==> src/logic/reset_combiner_regs.svh <==
`ifndef RESET_COMBINER_REGS_SVH
`define RESET_COMBINER_REGS_SVH

// register map, byte addresses on the bus
`define CAUSE_REG_OFFSET 32'h0000_0000

// field positions inside reset_cause_control
`define BIT_TRAP_CONFLICT 15
`define BIT_ILLEGAL_OP 14
`define BIT_CONFIG_MISMATCH 9
`define BIT_PROGMEM_BIAS 8
`define BIT_PIN_RESET 7
`define BIT_INSTR_RESET 6
`define BIT_SOFT_WDT_EN 5
`define BIT_WDT_TIMEOUT 4
`define BIT_SLEEP 3
`define BIT_IDLE 2
`define BIT_BROWNOUT 1
`define BIT_POWER_ON 0

// power-on value and implemented bits
`define CAUSE_POR_VALUE 16'h0003
`define CAUSE_IMPL_MASK 16'hC3FF

// bus answers
`define RESP_OKAY 2'h0
`define RESP_SLVERR 2'h2

// power-up delay, held after power-on and brown-out
`define CLOCK_MHZ 50
`define POWERUP_TIME_US 64000
`define POWERUP_CYCLES (`POWERUP_TIME_US * `CLOCK_MHZ)

`endif

==> src/logic/reset_combiner_pkg.sv <==
package reset_combiner_pkg;

    // reset sources arriving from other clock or analog domains
    typedef struct packed {
        logic brownout;
        logic master_clear_pin;
        logic watchdog_timeout;
        logic config_mismatch;
        logic fuse_watchdog_enable;
    } ext_src_t;

    // events from cpu logic on the system clock
    typedef struct packed {
        logic instr_reset;
        logic trap_conflict;
        logic illegal_op;
        logic uninit_pointer_reset;
        logic sleep_entry;
        logic idle_entry;
        logic asleep;
    } cpu_evt_t;

    // reset sequencer states
    typedef enum logic [2:0] {
        ST_HOLD = 3'b001,
        ST_POWERUP_TIMER = 3'b010,
        ST_RUN = 3'b100
    } seq_state_t;

    // synchroniser stages
    typedef struct packed {
        ext_src_t meta;
        ext_src_t stable;
    } sync_state_t;

    // whole state of the combiner
    typedef struct packed {
        seq_state_t seq;
        logic [23:0] delay_cnt;
        logic powerup_timer_due;
        logic [15:0] cause;
        logic aw_held;
        logic [31:0] aw_addr;
        logic w_held;
        logic [15:0] w_data;
        logic [1:0] w_strb;
        logic awready;
        logic wready;
        logic bvalid;
        logic [1:0] bresp;
        logic arready;
        logic rvalid;
        logic [31:0] rdata;
        logic [1:0] rresp;
        logic master_reset;
        logic wdt_enable;
        logic bias_down;
    } core_state_t;

endpackage

==> src/logic/source_sync.sv <==
`timescale 1ns/100ps
`default_nettype none

// two-stage synchroniser for the asynchronous reset sources
module source_sync (
    input wire logic clock,
    input wire logic reset_n,
    input wire reset_combiner_pkg::ext_src_t async_in,
    output reset_combiner_pkg::ext_src_t sync_out
);
    import reset_combiner_pkg::*;

    sync_state_t st_r;
    sync_state_t st_nxt;

    // first stage feeds only the second stage
    always_comb begin
        st_nxt = st_r;
        st_nxt.meta = async_in;
        st_nxt.stable = st_r.meta;
    end

    always_ff @(posedge clock or negedge reset_n) begin
        if (!reset_n) begin
            st_r <= '0;
        end else begin
            st_r <= st_nxt;
        end
    end

    assign sync_out = st_r.stable;

endmodule

`default_nettype wire

==> src/logic/reset_source_combiner_status.sv <==
// Contract
// - master reset is active while any reset source is active
// - sources: power-on, pin, instruction, watchdog, brown-out, mismatch, trap, opcode, pointer
// - every reset type sets its own flag in the cause register
// - power-on clears all bits except brown-out and power-on, which become one
// - software may set or clear any flag; setting never causes a reset
// - bit 15 set by trap conflict, cleared by power-on only
// - bit 14 set by illegal opcode or uninitialised pointer, cleared by power-on only
// - bit 9 set by configuration mismatch, cleared by power-on only
// - bit 8 one keeps flash bias in sleep; zero powers down, regulator standby
// - bit 7 set by master clear pin reset, cleared by power-on only
// - bit 6 set by reset instruction, cleared by power-on only
// - bit 5 enables watchdog; fuse at one forces watchdog enabled
// - bit 4 set by watchdog timeout, cleared by power-save instruction or power-on
// - bit 3 set on sleep entry, cleared by power-on only
// - bit 2 set on idle entry, cleared by power-on only
// - bit 1 set by brown-out and power-on; only software clears it
// - bit 0 set by power-on; only software clears it
// - bits 13 to 10 are unimplemented and read zero
// - unreset registers keep contents through every reset but power-on
// - master reset released only after the power-up delay expires; the code applies the delay after power-on and brown-out only
//
// Register access over AXI4-Lite and the placing of the registers were left to the implementer.
`timescale 1ns/100ps
`default_nettype none
`include "reset_combiner_regs.svh"

module reset_source_combiner_status #(
    parameter int unsigned POWERUP_CYCLES = `POWERUP_CYCLES
) (
    input wire logic clock,
    input wire logic reset_n,
    input wire reset_combiner_pkg::ext_src_t ext_src,
    input wire reset_combiner_pkg::cpu_evt_t cpu_evt,
    input wire logic [31:0] s_axi_awaddr,
    input wire logic s_axi_awvalid,
    output logic s_axi_awready,
    input wire logic [31:0] s_axi_wdata,
    input wire logic [3:0] s_axi_wstrb,
    input wire logic s_axi_wvalid,
    output logic s_axi_wready,
    output logic [1:0] s_axi_bresp,
    output logic s_axi_bvalid,
    input wire logic s_axi_bready,
    input wire logic [31:0] s_axi_araddr,
    input wire logic s_axi_arvalid,
    output logic s_axi_arready,
    output logic [31:0] s_axi_rdata,
    output logic [1:0] s_axi_rresp,
    output logic s_axi_rvalid,
    input wire logic s_axi_rready,
    output logic master_reset,
    output logic watchdog_enable,
    output logic bias_down_standby
);
    import reset_combiner_pkg::*;

    localparam logic [23:0] DELAY_LAST = 24'(POWERUP_CYCLES - 1);

    // value every flop takes at power-on
    localparam core_state_t CORE_RESET = '{
        seq: ST_HOLD,
        delay_cnt: 24'h000000,
        powerup_timer_due: 1'b1,
        cause: `CAUSE_POR_VALUE,
        aw_held: 1'b0,
        aw_addr: 32'h00000000,
        w_held: 1'b0,
        w_data: 16'h0000,
        w_strb: 2'h0,
        awready: 1'b1,
        wready: 1'b1,
        bvalid: 1'b0,
        bresp: `RESP_OKAY,
        arready: 1'b1,
        rvalid: 1'b0,
        rdata: 32'h00000000,
        rresp: `RESP_OKAY,
        master_reset: 1'b1,
        wdt_enable: 1'b1,
        bias_down: 1'b0
    };

    ext_src_t src_s;
    core_state_t st_r;
    core_state_t st_nxt;
    logic any_src;
    logic wr_fire;
    logic wr_hit;
    logic rd_fire;
    logic power_save;

    // bring the asynchronous sources onto the system clock
    source_sync u_sync (
        .clock(clock),
        .reset_n(reset_n),
        .async_in(ext_src),
        .sync_out(src_s)
    );

    // any active source, the fuse input excluded
    assign any_src = src_s.brownout | src_s.master_clear_pin | src_s.watchdog_timeout
                   | src_s.config_mismatch | cpu_evt.instr_reset | cpu_evt.trap_conflict
                   | cpu_evt.illegal_op | cpu_evt.uninit_pointer_reset;

    // bus handshake terms
    assign wr_fire = st_r.aw_held & st_r.w_held & ~st_r.bvalid;
    assign wr_hit = (st_r.aw_addr[31:2] == `CAUSE_REG_OFFSET >> 2);
    assign rd_fire = s_axi_arvalid & st_r.arready;
    assign power_save = cpu_evt.sleep_entry | cpu_evt.idle_entry;

    // next state of the whole block
    always_comb begin
        st_nxt = st_r;

        // reset sequencer: hold, then power-up delay where due, then run
        case (st_r.seq)
            ST_HOLD: begin
                if (!any_src) begin
                    if (st_r.powerup_timer_due) begin
                        st_nxt.seq = ST_POWERUP_TIMER;
                        st_nxt.delay_cnt = 24'h000000;
                    end else begin
                        st_nxt.seq = ST_RUN;
                    end
                end
            end
            ST_POWERUP_TIMER: begin
                if (any_src) begin
                    st_nxt.seq = ST_HOLD;
                end else if (st_r.delay_cnt >= DELAY_LAST) begin
                    st_nxt.seq = ST_RUN;
                    st_nxt.powerup_timer_due = 1'b0;
                end else begin
                    st_nxt.delay_cnt = st_r.delay_cnt + 24'h000001;
                end
            end
            ST_RUN: begin
                if (any_src) begin
                    st_nxt.seq = ST_HOLD;
                end
            end
            default: begin
                st_nxt.seq = ST_HOLD;
            end
        endcase

        // brown-out needs the power-up delay again
        if (src_s.brownout) begin
            st_nxt.powerup_timer_due = 1'b1;
        end

        // write address and data are taken independently
        if (s_axi_awvalid && st_r.awready) begin
            st_nxt.aw_held = 1'b1;
            st_nxt.aw_addr = s_axi_awaddr;
        end
        if (s_axi_wvalid && st_r.wready) begin
            st_nxt.w_held = 1'b1;
            st_nxt.w_data = s_axi_wdata[15:0];
            st_nxt.w_strb = s_axi_wstrb[1:0];
        end

        // software write, byte lanes honoured; a flag write never resets
        if (wr_fire) begin
            st_nxt.aw_held = 1'b0;
            st_nxt.w_held = 1'b0;
            st_nxt.bvalid = 1'b1;
            st_nxt.bresp = wr_hit ? `RESP_OKAY : `RESP_SLVERR;
            if (wr_hit && st_r.w_strb[0]) begin
                st_nxt.cause[7:0] = st_r.w_data[7:0];
            end
            if (wr_hit && st_r.w_strb[1]) begin
                st_nxt.cause[15:8] = st_r.w_data[15:8];
            end
        end
        if (st_r.bvalid && s_axi_bready) begin
            st_nxt.bvalid = 1'b0;
        end

        // power-save instruction clears the timeout flag
        if (power_save) begin
            st_nxt.cause[`BIT_WDT_TIMEOUT] = 1'b0;
        end

        // hardware sets come last so they win over software
        if (cpu_evt.trap_conflict) begin
            st_nxt.cause[`BIT_TRAP_CONFLICT] = 1'b1;
        end
        if (cpu_evt.illegal_op || cpu_evt.uninit_pointer_reset) begin
            st_nxt.cause[`BIT_ILLEGAL_OP] = 1'b1;
        end
        if (src_s.config_mismatch) begin
            st_nxt.cause[`BIT_CONFIG_MISMATCH] = 1'b1;
        end
        if (src_s.master_clear_pin) begin
            st_nxt.cause[`BIT_PIN_RESET] = 1'b1;
        end
        if (cpu_evt.instr_reset) begin
            st_nxt.cause[`BIT_INSTR_RESET] = 1'b1;
        end
        if (src_s.watchdog_timeout) begin
            st_nxt.cause[`BIT_WDT_TIMEOUT] = 1'b1;
        end
        if (cpu_evt.sleep_entry) begin
            st_nxt.cause[`BIT_SLEEP] = 1'b1;
        end
        if (cpu_evt.idle_entry) begin
            st_nxt.cause[`BIT_IDLE] = 1'b1;
        end
        if (src_s.brownout) begin
            st_nxt.cause[`BIT_BROWNOUT] = 1'b1;
        end
        st_nxt.cause = st_nxt.cause & `CAUSE_IMPL_MASK;

        // read channel, one word answered a cycle after the address
        if (rd_fire) begin
            st_nxt.rvalid = 1'b1;
            if (s_axi_araddr[31:2] == `CAUSE_REG_OFFSET >> 2) begin
                st_nxt.rdata = {16'h0000, st_r.cause};
                st_nxt.rresp = `RESP_OKAY;
            end else begin
                st_nxt.rdata = 32'h00000000;
                st_nxt.rresp = `RESP_SLVERR;
            end
        end
        if (st_r.rvalid && s_axi_rready) begin
            st_nxt.rvalid = 1'b0;
        end

        // ready flags registered from the next occupancy
        st_nxt.awready = ~st_nxt.aw_held;
        st_nxt.wready = ~st_nxt.w_held;
        st_nxt.arready = ~st_nxt.rvalid;

        // outputs steered by the cause register and sequencer
        st_nxt.master_reset = (st_nxt.seq != ST_RUN);
        st_nxt.wdt_enable = src_s.fuse_watchdog_enable | st_nxt.cause[`BIT_SOFT_WDT_EN];
        st_nxt.bias_down = cpu_evt.asleep & ~st_nxt.cause[`BIT_PROGMEM_BIAS];
    end

    // only power-on returns the flags to their start value
    always_ff @(posedge clock or negedge reset_n) begin
        if (!reset_n) begin
            st_r <= CORE_RESET;
        end else begin
            st_r <= st_nxt;
        end
    end

    // ports straight from the state flops
    assign s_axi_awready = st_r.awready;
    assign s_axi_wready = st_r.wready;
    assign s_axi_bvalid = st_r.bvalid;
    assign s_axi_bresp = st_r.bresp;
    assign s_axi_arready = st_r.arready;
    assign s_axi_rvalid = st_r.rvalid;
    assign s_axi_rdata = st_r.rdata;
    assign s_axi_rresp = st_r.rresp;
    assign master_reset = st_r.master_reset;
    assign watchdog_enable = st_r.wdt_enable;
    assign bias_down_standby = st_r.bias_down;

endmodule

`default_nettype wire

==> config.mk <==
export PLATFORM = sky130hd
export DESIGN_NAME = reset_source_combiner_status
export DESIGN_NICKNAME = d
export VERILOG_FILES = /design/src/logic/reset_combiner_pkg.sv /design/src/logic/source_sync.sv /design/src/logic/reset_source_combiner_status.sv
export VERILOG_INCLUDE_DIRS = /design/src /design/src/logic
export SDC_FILE = /design/constraint.sdc
export NUM_CORES = 1
export LEC_CHECK = 0
export BUFFER_PORTS_ARGS = -buffer_cell sky130_fd_sc_hd__buf_4
export CAP_MARGIN = 15
export CORE_MARGIN = 2
export CORE_UTILIZATION = 51
export CTS_CLUSTER_DIAMETER = 200
export DETAILED_ROUTE_END_ITERATION = 12
export HOLD_SLACK_MARGIN = 0.03
export PLACE_DENSITY = 0.79
export SKIP_LAST_GASP = 1
export SYNTH_ARGS = -nofsm -noshare
export SYNTH_HDL_FRONTEND = slang
export SYNTH_SLANG_ARGS = --single-unit
==> constraint.sdc <==
create_clock -name clock -period 2.35 [get_ports clock]
set_input_delay 0.1175 -clock clock [delete_from_list [all_inputs] [get_ports clock]]
set_output_delay 0.1175 -clock clock [all_outputs]
set_load 0.02 [all_outputs]
==> reports/results.tsv <==
metric	value	unit
num_io_pins	163	
synth_area	0.00535	mm^2
vias	4297	
timing.hold.ws	0.0761	ns
synth_top_area_share	51.0	%
grt-ovfl-total	0	
ys_warn_count	0	
antenna_found_initial	0	
yosysSeqAreaShare	55.5	%
wire_per_inst	18.3	um
worstPathCellList	or4bb_1 > and4_2 > buf_4 > nor4_2 > mux2i_1	
drt_first_iter_violations	201	
setup_violations	0	
p_leak	3.38	nW
multiInputGateArea	0.00210	mm^2
syn_area_per_cell	12.0	um^2
relSlewSlack	50.2	%
clkTransAtPathRegs	0.06	ns
layout_setup_ws	0.122	ns
hold_viol	0	
fillers	642	
cp.required	2.78	ns
core_area	0.0102	mm^2
ys_types	60	
synth.area.top_cells	dfrtp_1 51%, mux2_2 10%, buf_4 5.1%	
clock_latency	0.52	ns
area_growth	39.6	%
layoutNonFillerInstCount	774	
grt_use_total	26.1	%
peakVddDrop	0.679	mV
initial_core_util	52.2	%
status	finished clean	
maxSlewViolCount	0	
arrival	2.66	ns
clockBufferDepth	2	
num_antenna_cells	0	
drive_gt1_share	38.6	%
critPathMaxStageDelay	0.55	ns
fin_crit	2.23	ns
grt_pass1_vias	4620	
cpMaxStageDelayCell	dfstp_2	
regArea	0.00296	mm^2
wl	14.1	mm
tightest_slew	0.747	ns
viasPerCell	5.55	
synth_edf_count	0	
h-tree-depth	4	
path_class	flop to flop	
gp_congestion	0.854	
maxCapViolCount	0	
fin_skew	0.00989	ns
cp-end-kind	flop	
die_w	106	um
async_flop_share	100	%
portBuffers	114	
clock_sinks	118	
synth_top_cell_by_area	dfrtp_1	
syn_inst	447	
ant_nets	0	
cts_buffers	17	
place_inst	682	
tns	0	ns
critPathMaxFanout	12	
grt_setup_unrepaired	false	
synth_ff_type	dfrtp_1	
cts_root_buf	clkbuf_8	
max_freq	0.449	GHz
num_rows	37	
start_kind	flop	
die_h	106	um
fin_nets	745	
pre_cts_ws	0.0271	ns
final_area	0.00746	mm^2
dieArea	0.0113	mm^2
post-dp-hpwl	8.47	mm
hold_class	input port to async pin	
min_period_over_period	94.8	%
drc_errors	0	
drtPass1Iterations	5	
synth_seq_cells	118	
p_per_area	851	mW/mm^2
grt_first_pass_wirelength	22.5	mm
grt_max_degree	90	
placed_area	0.00625	mm^2
tritoncts	done	
## placed cells by master, fill, tap and decap left out, types with 3 or more instances in the layout
cell type,instances
buf_4,132
dfrtp_1,109
dlygate4sd3_1,60
mux2_2,48
conb_1,22
nand2_1,18
nor4_1,17
clkbuf_16,16
or4_1,15
a21oi_1,13
and3_1,13
nand4_1,13
nor2_1,12
a22o_1,12
inv_1,9
dfstp_2,9
nand3_1,8
mux2i_1,8
o31ai_1,8
o21ai_0,7
a211o_1,7
or2_2,7
nor3_1,6
and4_1,4
clkinvlp_4,4
inv_6,4
nor4_2,3
and2_1,3
o21a_1,3
clkinv_4,3
## cell usage after synthesis, types with 2 or more instances
| master | instances |
|---|---|
| inv_1 | 9 |
| or3_1 | 2 |
| and3_1 | 13 |
| or2_2 | 7 |
| o21ai_0 | 7 |
| and4_1 | 5 |
| and2_1 | 2 |
| o31ai_1 | 8 |
| o21a_1 | 3 |
| nor2b_1 | 2 |
| a21oi_1 | 13 |
| a22o_1 | 12 |
| or4_1 | 15 |
| nand4_1 | 13 |
| or4_4 | 2 |
| buf_4 | 36 |
| mux2i_1 | 8 |
| a21o_1 | 2 |
| dfstp_2 | 9 |
| buf_2 | 3 |
| a31oi_1 | 2 |
| nand3_1 | 8 |
| nor2_1 | 12 |
| nor4_1 | 20 |
| nor3_1 | 6 |
| nor4bb_1 | 2 |
| a211o_1 | 7 |
| clkbuf_1 | 13 |
| nand2_1 | 19 |
| a31o_2 | 2 |
| mux2_2 | 48 |
| dfrtp_1 | 109 |
## state kept, by name, summed over array words and instances (netlist names)
name and count:
u_sync.st_nxt 5, s_axi_rdata 12, s_axi_bresp 1, st_r 86, s_axi_awready 1, s_axi_arready 1
s_axi_wready 1, u_sync.sync_out 5, s_axi_rresp 1, watchdog_enable 1, s_axi_bvalid 1, s_axi_rvalid 1
bias_down_standby 1, master_reset 1
## layout make-up
| cell class | instances | area share, % |
|---|---|---|
| Sequential cell | 118 | 39.7 |
| Tap cell | 136 | 2.28 |
| Multi-Input combinational cell | 286 | 28.2 |
| Clock inverter | 15 | 2.25 |
| Timing Repair Buffer | 193 | 21.6 |
| Inverter | 9 | 0.453 |
| Clock buffer | 17 | 5.55 |
## cells by family (layout without fill, tap and decap cells)
group / after synthesis / after routing / synth area share (%)
flip-flops: 118 / 118 / 55.5
buffers and inverters: 64 / 234 / 7.26
AO/OA/AOI/OAI: 64 / 64 / 8.80
AND/OR/NAND/NOR: 142 / 142 / 16.4
adder cells (fa/ha/maj): 1 / 1 / 0.234
XOR/XNOR: 1 / 1 / 0.164
multiplexers: 56 / 56 / 11.6
other: 1 / 22 / 0.0702
## worst paths after layout
path | slack, ns | cells after the start | to | startpoint
min in group clock | 0.16 | 6 | s_axi_rresp[1] | s_axi_araddr[27]
worst max-delay path | 0.12 | 5 | st_r[118] | st_r[112]
worst min-delay path | 0.08 | 2 | st_r[67] | reset_n
max in group asynchronous | 1.46 | 3 | master_reset | reset_n
worst min register to register | 0.35 | 0 | u_sync.sync_out[4] | u_sync.st_nxt[4]
worst max register to register | 0.12 | 5 | st_r[118] | st_r[112]
## timing repair
action | CTS | global route
buffers inserted | 0 | 0
endpoints found under the setup margin | 1 | 12
pin swaps | 0 | 0
hold buffers | 60 | 0
endpoints found under the hold margin | 169 | 0
resized for setup | 1 | 6
## where the power goes
| part | leakage (nW) | internal, mW | total (mW) | switching, mW |
|---|---|---|---|---|
| sequential | 1.43 | 2.48 | 2.77 | 0.290 |
| combinational | 1.67 | 0.598 | 1.05 | 0.453 |
| clock | 0.274 | 1.53 | 2.53 | 0.997 |
| total | 3.38 | 4.61 | 6.35 | 1.74 |
## per-stage QoR
step	total power [mW]	util, %
global placement	3.61	61.1
global route	6.59	72.9
CTS	6.31	72.7
floorplan	3.33	-
finish	6.35	72.9
detailed placement	3.69	61.1
## worst max-delay path: cells and delay by family, from the launching register on
kind	cells	cell delay [ns]
buffers and inverters	1	0.18
DFF	1	0.55
muxes	1	0.25
and+or+nand+nor	3	1.15
## routing by layer
metal | track usage (%) | up-vias | routed length (um) | share of wire, %
li1 | - | 1976 | - | -
met1 | 29.1 | 2113 | 5400 | 38
met2 | 47.3 | 184 | 7690 | 54
met3 | 7.60 | 24 | 817 | 5.8
met4 | 9.30 | 0 | 225 | 1.6
met5 | 0 | - | 0 | 0
Note: power is estimated with default switching activity, not from simulation.
